## config.mk

```make
export PLATFORM = sky130hd
export DESIGN_NAME = csl_config_strap_latch
export DESIGN_NICKNAME = d
export VERILOG_FILES = /design/src/rtl/csl_pkg.sv /design/src/rtl/csl_strap_if.sv /design/src/rtl/csl_config_strap_latch.sv /design/src/rtl/csl_strap_pad.sv
export VERILOG_INCLUDE_DIRS = /design/src /design/src/rtl
export SDC_FILE = /design/constraint.sdc
export NUM_CORES = 1
export LEC_CHECK = 0
export BUFFER_PORTS_ARGS = -buffer_cell sky130_fd_sc_hd__buf_2
export CORE_ASPECT_RATIO = 0.75
export CORE_MARGIN = 1.5
export CORE_UTILIZATION = 41
export CTS_CLUSTER_DIAMETER = 150
export CTS_CLUSTER_SIZE = 30
export DETAILED_ROUTE_END_ITERATION = 10
export GPL_TIMING_DRIVEN = 0
export PLACE_DENSITY = 0.77
export REMOVE_ABC_BUFFERS = 1
export SYNTH_ARGS = -nofsm -noshare
export SYNTH_HDL_FRONTEND = slang
export SYNTH_SLANG_ARGS = --single-unit
```

## constraint.sdc

```tcl
create_clock -name clk_i -period 1.4 [get_ports clk_i]
set_input_delay 0.07 -clock clk_i [delete_from_list [all_inputs] [get_ports clk_i]]
set_output_delay 0.07 -clock clk_i [all_outputs]
set_load 0.05 [all_outputs]
```

## src/rtl/csl_params.svh

```systemverilog
`ifndef CSL_PARAMS_SVH
`define CSL_PARAMS_SVH

// ==========================================================
// sizes and timing
`define CSL_NPORTS 4
`define CSL_CLK_PERIOD_NS 40
`define CSL_SETTLE_NS 200
`define CSL_SETTLE_CYC ((`CSL_SETTLE_NS + `CSL_CLK_PERIOD_NS - 1) / `CSL_CLK_PERIOD_NS)

// ==========================================================
// flash clock choices in MHz
`define CSL_FLASH_SLOW_MHZ 7'h1e
`define CSL_FLASH_FAST_MHZ 7'h3c

// ==========================================================
// register byte addresses
`define CSL_ADR_STRAPS 8'h00
`define CSL_ADR_PORTS 8'h04
`define CSL_ADR_CTRL 8'h08
`define CSL_ADR_STATUS 8'h0c
`define CSL_ADR_LIVE 8'h10

// ==========================================================
// control fields and reset values
`define CSL_CTRL_VMSG_BIT 0
`define CSL_CTRL_OTPM_LSB 1
`define CSL_CTRL_OTPM_MSB 2
`define CSL_CTRL_VMSG_RST 1'b1
`define CSL_STRAP_RST 1'b0

// ==========================================================
// status fields
`define CSL_STAT_INIT_BIT 0
`define CSL_STAT_FAST_BIT 1
`define CSL_STAT_ATTACH_BIT 2
`define CSL_STAT_SUSP_BIT 3
`define CSL_STAT_OPEN_BIT 4
`define CSL_STAT_OTPM_LSB 5
`define CSL_STAT_OTPM_MSB 6

`endif

```

## src/rtl/csl_pkg.sv

```systemverilog
package csl_pkg;

    // ==========================================================
    // core sequence states
    typedef enum logic [2:0]
    {
        CSL_ST_HWINIT = 3'h1,
        CSL_ST_LATCH = 3'h2,
        CSL_ST_RUN = 3'h4
    } csl_state_t;

    // ==========================================================
    // one-time-programmable memory read modes
    typedef enum logic [1:0]
    {
        CSL_OTP_SINGLE = 2'h0,
        CSL_OTP_DIFF = 2'h1,
        CSL_OTP_REDUN = 2'h2,
        CSL_OTP_DIFF_REDUN = 2'h3
    } csl_otp_mode_t;

endpackage

```

## src/rtl/csl_strap_if.sv

```systemverilog
`timescale 1ns/1ns

interface csl_strap_if
#(
    parameter int NSTRAP = 9
);
    logic [NSTRAP-1:0] sampled;
    logic drive_en;
    logic flash_fast;
    logic suspend;

    modport core (input sampled, output drive_en, output flash_fast, output suspend);
    modport pad (output sampled, input drive_en, input flash_fast, input suspend);
endinterface

```

## src/rtl/csl_config_strap_latch.sv

```systemverilog
// Operation
// once the straps are latched every strap pin drives its alternate-function output value, except the flash speed pin in suspend.
// while reset is held, and until the straps are latched, every strap pin is tri-stated.
// after reset release each strap level is sampled and used as that feature's default.
// the board only biases strap pins with resistors and never drives them.
// a port is disabled only when both its line-disable straps sampled high.
// a line-disable strap sampled low leaves the line enabled, which is the default.
// the flash speed strap selects 30 MHz when low (default) and 60 MHz when high.
// with the flash speed strap latched high the pin floats during suspend.
// with the flash speed strap latched low the pin is driven low during suspend.
// vendor message commands are accepted from reset with no enabling step.
// memory access from the USB side always uses single-ended mode.
// memory access from the register side offers all four read modes.
// configuration writes from the register side are accepted only before attach.
// the init stage after release loads register defaults and latches the straps.
// latched strap values stay fixed until the next reset.
`timescale 1ns/1ns
`include "csl_params.svh"

module csl_config_strap_latch
    import csl_pkg::*;
#(
    parameter int NPORTS = `CSL_NPORTS,
    parameter int SETTLE_CYC = `CSL_SETTLE_CYC
)
(
    // clock and reset
    input wire logic clk_i,
    input wire logic reset_n_i,

    // wishbone slave
    input wire logic wb_cyc_i,
    input wire logic wb_stb_i,
    input wire logic wb_we_i,
    input wire logic [7:0] wb_adr_i,
    input wire logic [3:0] wb_sel_i,
    input wire logic [31:0] wb_dat_i,
    output logic [31:0] wb_dat_o,
    output logic wb_ack_o,

    // strap pins: neg lines, then pos lines, then flash speed
    input wire logic [2*NPORTS:0] strap_pin_i,
    output logic [2*NPORTS:0] strap_pin_o,
    output logic [2*NPORTS:0] strap_pin_oe_o,
    input wire logic [2*NPORTS:0] strap_alt_i,

    // chip status
    input wire logic suspend_i,
    input wire logic hub_attached_i,
    input wire logic otp_from_usb_i,

    // resulting configuration
    output logic init_done_o,
    output logic [NPORTS-1:0] port_neg_line_disable_o,
    output logic [NPORTS-1:0] port_pos_line_disable_o,
    output logic [NPORTS-1:0] port_disable_o,
    output logic flash_speed_fast_o,
    output logic [6:0] flash_clk_mhz_o,
    output logic vendor_message_commands_en_o,
    output csl_otp_mode_t otp_mode_o,
    output logic smb_config_open_o
);

    // ==========================================================
    // local sizes
    localparam int NSTRAP = 2 * NPORTS + 1;
    localparam int FLASH_IDX = 2 * NPORTS;
    // counter wide enough to reach the settle count
    localparam int CW = $clog2(SETTLE_CYC + 1);

    // ==========================================================
    // parameter checks
    generate
        // the live register holds every strap in one word
        if (NPORTS < 1 || NPORTS > 15)
        begin : g_bad_ports
            $error("NPORTS must lie between 1 and 15");
        end
        if (SETTLE_CYC < 2)
        begin : g_bad_settle
            $error("SETTLE_CYC must cover the two-stage synchroniser");
        end
        if (`CSL_CTRL_OTPM_MSB - `CSL_CTRL_OTPM_LSB != 1)
        begin : g_bad_ctrl_field
            $error("control mode field must be two bits wide");
        end
        if (`CSL_STAT_OTPM_MSB - `CSL_STAT_OTPM_LSB != 1)
        begin : g_bad_stat_field
            $error("status mode field must be two bits wide");
        end
    endgenerate

    // ==========================================================
    // state record
    // one record holds every register of the core
    typedef struct packed {
        csl_state_t st;
        logic [CW-1:0] cnt;
        logic [NSTRAP-1:0] latched;
        logic [NPORTS-1:0] port_dis;
        logic vmsg_en;
        csl_otp_mode_t smb_otp_mode;
        csl_otp_mode_t otp_mode;
        logic ack;
        logic [31:0] rdata;
    } csl_core_state_t;

    localparam csl_core_state_t CSL_RESET_STATE = '{
        st: CSL_ST_HWINIT,
        cnt: '0,
        latched: {NSTRAP{`CSL_STRAP_RST}},
        port_dis: '0,
        vmsg_en: `CSL_CTRL_VMSG_RST,
        smb_otp_mode: CSL_OTP_SINGLE,
        otp_mode: CSL_OTP_SINGLE,
        ack: 1'b0,
        rdata: '0
    };

    csl_core_state_t s_q;
    csl_core_state_t s_d;

    logic req;
    logic init_done;
    logic wr_open;
    logic fast;
    logic [NPORTS-1:0] port_dis_w;
    logic [31:0] rd_word;
    logic [31:0] status_word;
    logic [31:0] ctrl_word;
    logic take;
    logic wr_ctrl;

    csl_strap_if #(.NSTRAP(NSTRAP)) strap ();

    // ==========================================================
    // pad bank with synchroniser
    csl_strap_pad #(
        .NSTRAP(NSTRAP),
        .FLASH_IDX(FLASH_IDX)
    ) u_pad (
        .clk_i(clk_i),
        .reset_n_i(reset_n_i),
        .strap(strap.pad),
        .strap_pin_i(strap_pin_i),
        .strap_pin_o(strap_pin_o),
        .strap_pin_oe_o(strap_pin_oe_o),
        .strap_alt_i(strap_alt_i)
    );

    // ==========================================================
    // derived levels
    assign init_done = (s_q.st == CSL_ST_RUN);
    assign fast = s_q.latched[FLASH_IDX];
    // register side closes at attach
    assign wr_open = init_done & ~hub_attached_i;
    assign req = wb_cyc_i & wb_stb_i;
    // a request not yet answered is taken now
    assign take = req & ~s_q.ack;
    // a write lands on the edge where the master sees ack
    assign wr_ctrl = req & s_q.ack & wb_we_i & wb_sel_i[0] & (wb_adr_i == `CSL_ADR_CTRL);

    // holding drive until latch keeps our own drive off the sampled level
    // pins drive only once the straps are held
    assign strap.drive_en = init_done;
    assign strap.flash_fast = fast;
    assign strap.suspend = suspend_i;

    // ==========================================================
    // per-port disable decode
    generate
        for (genvar p = 0; p < NPORTS; p++)
        begin : g_port
            // both lines high disable the port
            // any low line keeps the port on
            assign port_dis_w[p] = strap.sampled[p] & strap.sampled[NPORTS + p];
        end
    endgenerate

    // ==========================================================
    // control word
    always_comb
    begin
        ctrl_word = '0;
        ctrl_word[`CSL_CTRL_VMSG_BIT] = s_q.vmsg_en;
        ctrl_word[`CSL_CTRL_OTPM_MSB:`CSL_CTRL_OTPM_LSB] = s_q.smb_otp_mode;
    end

    // ==========================================================
    // status word
    // status reflects inputs at the request edge
    always_comb
    begin
        status_word = '0;
        status_word[`CSL_STAT_INIT_BIT] = init_done;
        status_word[`CSL_STAT_FAST_BIT] = fast;
        status_word[`CSL_STAT_ATTACH_BIT] = hub_attached_i;
        status_word[`CSL_STAT_SUSP_BIT] = suspend_i;
        status_word[`CSL_STAT_OPEN_BIT] = wr_open;
        status_word[`CSL_STAT_OTPM_MSB:`CSL_STAT_OTPM_LSB] = s_q.otp_mode;
    end

    // ==========================================================
    // read mux
    always_comb
    begin
        rd_word = '0;
        case (wb_adr_i)
            `CSL_ADR_STRAPS:
            begin
                rd_word = 32'(s_q.latched);
            end
            `CSL_ADR_PORTS:
            begin
                rd_word = 32'(s_q.port_dis);
            end
            `CSL_ADR_CTRL:
            begin
                rd_word = ctrl_word;
            end
            `CSL_ADR_STATUS:
            begin
                rd_word = status_word;
            end
            `CSL_ADR_LIVE:
            begin
                // live levels show pin changes after the latch
                rd_word = 32'(strap.sampled);
            end
            default:
            begin
                rd_word = '0;
            end
        endcase
    end

    // ==========================================================
    // next state
    always_comb
    begin
        s_d = s_q;

        // init sequence
        case (s_q.st)
            CSL_ST_HWINIT:
            begin
                // wait for pins to settle through the synchroniser
                // pins must stay steady until the latch edge
                if (s_q.cnt == CW'(SETTLE_CYC - 1))
                begin
                    s_d.st = CSL_ST_LATCH;
                end
                else
                begin
                    s_d.cnt = CW'(s_q.cnt + 1'b1);
                end
            end
            CSL_ST_LATCH:
            begin
                // capture every strap level once
                s_d.latched = strap.sampled;
                // port decode uses the same synchronised sample
                s_d.port_dis = port_dis_w;
                s_d.st = CSL_ST_RUN;
            end
            CSL_ST_RUN:
            begin
                // latched values left alone here
                s_d.st = CSL_ST_RUN;
            end
            default:
            begin
                s_d.st = CSL_ST_HWINIT;
            end
        endcase

        // bus answer: one cycle after the request, dropped after one
        // so a master holding stb gets a fresh ack every second cycle
        s_d.ack = take;
        if (take)
        begin
            s_d.rdata = rd_word;
        end

        // writes land at the edge where the master sees ack
        if (wr_ctrl)
        begin
            // ignored once attached or before init
            if (wr_open)
            begin
                s_d.vmsg_en = wb_dat_i[`CSL_CTRL_VMSG_BIT];
                // any of the four modes may be chosen
                s_d.smb_otp_mode = csl_otp_mode_t'(wb_dat_i[`CSL_CTRL_OTPM_MSB:`CSL_CTRL_OTPM_LSB]);
            end
        end

        // mode follows the usb flag one cycle later
        // usb side forces single-ended mode
        if (otp_from_usb_i)
        begin
            s_d.otp_mode = CSL_OTP_SINGLE;
        end
        else
        begin
            s_d.otp_mode = s_q.smb_otp_mode;
        end
    end

    // ==========================================================
    // state register
    always_ff @(posedge clk_i)
    begin
        // synchronous reset: pins float from the first edge of reset
        // reset loads register defaults
        if (!reset_n_i)
        begin
            s_q <= CSL_RESET_STATE;
        end
        else
        begin
            s_q <= s_d;
        end
    end

    // ==========================================================
    // outputs
    assign wb_ack_o = s_q.ack;
    // read data holds until the next bus request, read or write
    assign wb_dat_o = s_q.rdata;
    assign init_done_o = init_done;
    assign port_neg_line_disable_o = s_q.latched[NPORTS-1:0];
    assign port_pos_line_disable_o = s_q.latched[2*NPORTS-1:NPORTS];
    // port disable comes from the latched decode, not the live pins
    assign port_disable_o = s_q.port_dis;
    assign flash_speed_fast_o = fast;
    // speed from the latched strap
    assign flash_clk_mhz_o = fast ? `CSL_FLASH_FAST_MHZ : `CSL_FLASH_SLOW_MHZ;
    // enabled from reset
    assign vendor_message_commands_en_o = s_q.vmsg_en;
    assign otp_mode_o = s_q.otp_mode;
    assign smb_config_open_o = wr_open;

endmodule

```

## src/rtl/csl_strap_pad.sv

```systemverilog
`timescale 1ns/1ns

module csl_strap_pad
    import csl_pkg::*;
#(
    parameter int NSTRAP = 9,
    parameter int FLASH_IDX = 8
)
(
    // clock and reset
    input wire logic clk_i,
    input wire logic reset_n_i,
    // core side
    csl_strap_if.pad strap,
    // pins
    input wire logic [NSTRAP-1:0] strap_pin_i,
    output logic [NSTRAP-1:0] strap_pin_o,
    output logic [NSTRAP-1:0] strap_pin_oe_o,
    input wire logic [NSTRAP-1:0] strap_alt_i
);

    typedef struct packed {
        logic [NSTRAP-1:0] sync1;
        logic [NSTRAP-1:0] sync2;
        logic [NSTRAP-1:0] pin_o;
        logic [NSTRAP-1:0] pin_oe;
    } csl_pad_state_t;

    csl_pad_state_t s_q;
    csl_pad_state_t s_d;

    // ==========================================================
    // next state
    always_comb
    begin
        s_d = s_q;
        s_d.sync1 = strap_pin_i;
        s_d.sync2 = s_q.sync1;
        // tri-state until latched
        s_d.pin_oe = {NSTRAP{strap.drive_en}};
        // alternate function outside reset
        s_d.pin_o = strap_alt_i;
        if (strap.drive_en && strap.suspend)
        begin
            // fast strap floats in suspend
            if (strap.flash_fast)
            begin
                s_d.pin_oe[FLASH_IDX] = 1'b0;
            end
            // slow strap driven low in suspend
            else
            begin
                s_d.pin_o[FLASH_IDX] = 1'b0;
            end
        end
    end

    // ==========================================================
    // state register
    always_ff @(posedge clk_i)
    begin
        if (!reset_n_i)
        begin
            s_q <= '0;
        end
        else
        begin
            s_q <= s_d;
        end
    end

    assign strap.sampled = s_q.sync2;
    assign strap_pin_o = s_q.pin_o;
    assign strap_pin_oe_o = s_q.pin_oe;

endmodule

```

==> results.md <==
- Syn Area/Cell: 9.16 µm²
- Multi-input gate area: 1110 µm²
- Yosys cell types: 39
- RSZ-0062 raised after global routing: yes
- Num CTS Buffers: 9
- GRT Util Overall: 17.5%
- Initial core utilization: 43.3%
- TritonCTS clock tree: done
- PwrDens: 1200 nW/µm²
- Via density per instance: 4.66
- Arr. time, crit path: 1300 ps
- Total grt overflow: 0
- Hold path endpoint: ctrl_word[2]$_SDFFE_PN0P_
- Root Buffer: clkbuf_8
- First-pass GRT wire length: 9720 µm
- Seq cells post-synth: 63
- Max_cap viols: 0
- Critical Path End Type: output pin
- Worst Hold Class: in -> reg
- Final setup fails: 0
- Pre-CTS WS: -548 ps
- DRC: 0
- Sequential Area: 1270 µm²
- Seq/Total Area, Yosys: 45.4%
- Yosys warnings: 0
- Initial drt markers: 89
- Top delay family on crit path: simple AND/OR/NAND/NOR gates
- Register clock-pin slew on the reported worst setup and hold paths: 70 ps
- Share of layout cells above drive strength 1: 32.0%
- Post-route setup slack: 25.8 ps
- Critical path startpoint: s_q[55]$_SDFFE_PN0N_
- WS Path Type: reg -> out
- Hold path depth: 3
- N_diodes: 0
- Vias in the first global route: 2039
- FF-to-FF path depth: 4
- Initial antenna violation count: 0
- Largest net degree at the start of global routing: 34
- CTS max path bufs: 2
- Leak: 1.58 nW
- CP Buf/Inv Count: 2
- Clk sinks: 63
- Placed Cells: 425
- CP max FO: 5
- Die W: 98 µm
- Pre-antenna DRT Iters: 4
- Critical hold path startpoint: wb_dat_i[2]
- Mapped Cells: 303
- Site row count: 25
- Final Hold Fails: 0
- Antenna Violating Nets Remaining: 0
- Via Count: 2198
- R2R Path End: ctrl_word[1]$_SDFFE_PN0P_
- Area Growth Syn to Fin: 24.5%
- R2r startpoint: wb_ack_o$_SDFF_PN0_
- Reg2reg setup slack: 60 ps
- Non-filler instance count after layout: 472
- Max-slew headroom: 65.9%
- Fmax: 0.728 GHz
- Full die area: 7280 µm²
- Avg WL per Cell: 13.1 µm
- Core area: 6410 µm²
- Critical path launch point type: flop
- Fill count: 606
- Worst Max-Slew Pin Slew: 511 ps
- CP cell instances: nor3b_4 > nand2b_4 > clkinv_4 > buf_8
- IO Port Bufs: 85
- Gp weighted congestion: 0.833
- Worst endpoint required time: 1330 ps
- Final WL: 6190 µm
- Tmin final: 1370 ps
- Worst stage delay on the critical path: 360 ps
- Final max-slew violation count: 0
- Nets: 458
- Worst vdd ir: 802 µV
- Mapped cell area: 2780 µm²
- Slowest CP cell: dfxtp_4
- # IOs: 146
- Chip height: 74.3 µm
- Status: completed
- Final Skew: 6.27 ps
- Period utilization: 98.2%
- Detailed placement HPWL: 4140 µm
- Htree depth: 3
- Worst-skew pair later-pin latency: 340 ps
- WHS: 18.8 ps
## power by group
part	switching [mW]	internal, mW	leakage (nW)
clock	0.662	0.962	0.109
sequential	0.0465	1.87	0.516
combinational	0.398	0.198	0.952
## cell usage in the layout (no fill, tap or decap), drive strengths merged, types with 3 or more instances in the layout
cell type | netlist | final
nand3 | 11 | 11
a22o | 4 | 4
nand2 | 35 | 35
nor3b | 4 | 4
o21ai | 11 | 11
buf | 60 | 94
a21oi | 18 | 18
mux2i | 10 | 10
nand3b | 3 | 3
clkinv | 0 | 3
conb | 2 | 28
dlygate4sd3 | 0 | 21
nor3 | 3 | 3
clkbuf | 10 | 13
nor2 | 7 | 7
dfxtp | 63 | 63
inv | 7 | 5
and2 | 28 | 28
## registers in the layout (all words and copies together) (netlist names), 2 cells and up
name and count:
u_pad.strap_pin_o 9, ctrl_word 2, u_pad.strap_pin_oe_o 2, port_neg_line_disable_o 4, u_pad.strap.sampled 9, s_q 6, wb_dat_o 9, u_pad.s_d 9
port_pos_line_disable_o 4, port_disable_o 4, otp_mode_o 2
## area by class of cell
class / count / share of cell area [%]
tap: 81 / 2.93
multi-input combinational: 189 / 32.1
timing repair inverter: 1 / 0.145
clock buffer: 13 / 4.89
sequential: 63 / 36.7
timing repair buffer: 115 / 21.0
clock inverter: 3 / 1.16
inverter: 7 / 1.01
## logic make-up (layout without fill, tap and decap cells)
family          after synthesis  count (layout)  share of synthesized area, %
flops                        63              63                          45.4
simple gates                104             104                          20.3
fa+ha+maj                     2               2                         0.902
other cells                   2              28                         0.271
compound gates               41              41                          8.88
mux                          11              11                          4.01
buf+inv                      77             139                          19.3
xor+xnor                      3               3                         0.947
## metal layers
metal	up-vias	track usage (%)	wire length, µm
met4	0	6.67	97
met3	11	8.65	561
met1	1012	20.4	2760
met2	89	28.0	2770
li1	1086	-	-
met5	-	0	0
## metrics by stage
step,TNS (ps),cell area [µm²],power [mW],util (%)
final,0,3460,4.14,53.9
after global routing,-24.7,3460,4.33,53.9
after CTS,-33.1,3360,4.15,52.4
after detailed placement,-5920,2890,2.48,45.1
after global placement,-5350,2890,2.46,45.1
after floorplan,-22480,2360,2.34,-
## worst max-delay path by stage
stage                     slack [ps]                        to  cells past startpoint
after detailed placement        -550  wb_dat_o[6]$_SDFFE_PN0P_                      4
after floorplan                -1510         strap_pin_oe_o[0]                      0
after global routing             -20         smb_config_open_o                      4
final                             30         smb_config_open_o                      4
after CTS                        -30         smb_config_open_o                      4
after global placement          -480  wb_dat_o[5]$_SDFFE_PN0P_                      4
## worst register-to-register path, delay by kind of cell (launching register included)
kind	cells	cell delay (ps)
AOI/OAI and AO/OA	2	250
DFF	1	370
and+or+nand+nor	2	600
## synthesized netlist by cell type
| cell | number | area [µm²] |
|---|---|---|
| xor2_1 | 1 | 8.76 |
| o21ai_1 | 2 | 10.0 |
| and4b_1 | 1 | 10.0 |
| mux2i_1 | 10 | 100 |
| or2_2 | 1 | 6.26 |
| inv_1 | 7 | 26.3 |
| and2_1 | 28 | 175 |
| o2bb2ai_1 | 1 | 8.76 |
| a22o_1 | 4 | 35.0 |
| nand3b_1 | 3 | 22.5 |
| nor4_1 | 2 | 12.5 |
| mux2_2 | 1 | 11.3 |
| nor3_1 | 3 | 15.0 |
| a31oi_1 | 2 | 12.5 |
| clkbuf_1 | 8 | 30.0 |
| o21ai_0 | 8 | 40.0 |
| dfxtp_1 | 63 | 1260 |
| nand2b_1 | 1 | 6.26 |
| conb_1 | 2 | 7.51 |
| ha_1 | 2 | 25.0 |
| or4_4 | 2 | 22.5 |
| clkbuf_8 | 2 | 27.5 |
| and3b_1 | 1 | 8.76 |
| o21a_1 | 1 | 7.51 |
| nor2_1 | 7 | 26.3 |
| a21oi_1 | 18 | 90.1 |
| nand4b_1 | 2 | 17.5 |
| a311oi_1 | 2 | 17.5 |
| nand3_1 | 11 | 55.1 |
| and4_1 | 1 | 8.76 |
| nand4_1 | 1 | 6.26 |
| nand2b_2 | 1 | 8.76 |
| xnor2_1 | 2 | 17.5 |
| a21boi_0 | 1 | 7.51 |
| nor3b_1 | 4 | 30.0 |
| o21ai_2 | 1 | 8.76 |
| nand2_1 | 35 | 131 |
| a221oi_1 | 1 | 8.76 |
| buf_4 | 60 | 450 |
## repair_timing
action / in CTS / in global routing
resized for setup: 10 / 13
buffers inserted: 1 / 8
hold buffers: 21 / 0
hold endpoints to repair: 22 / 0
endpoints found under the setup margin: 15 / 17
cloned: 1 / 0
pin swaps: 0 / 1
Note: power is estimated with default switching activity, not from simulation.
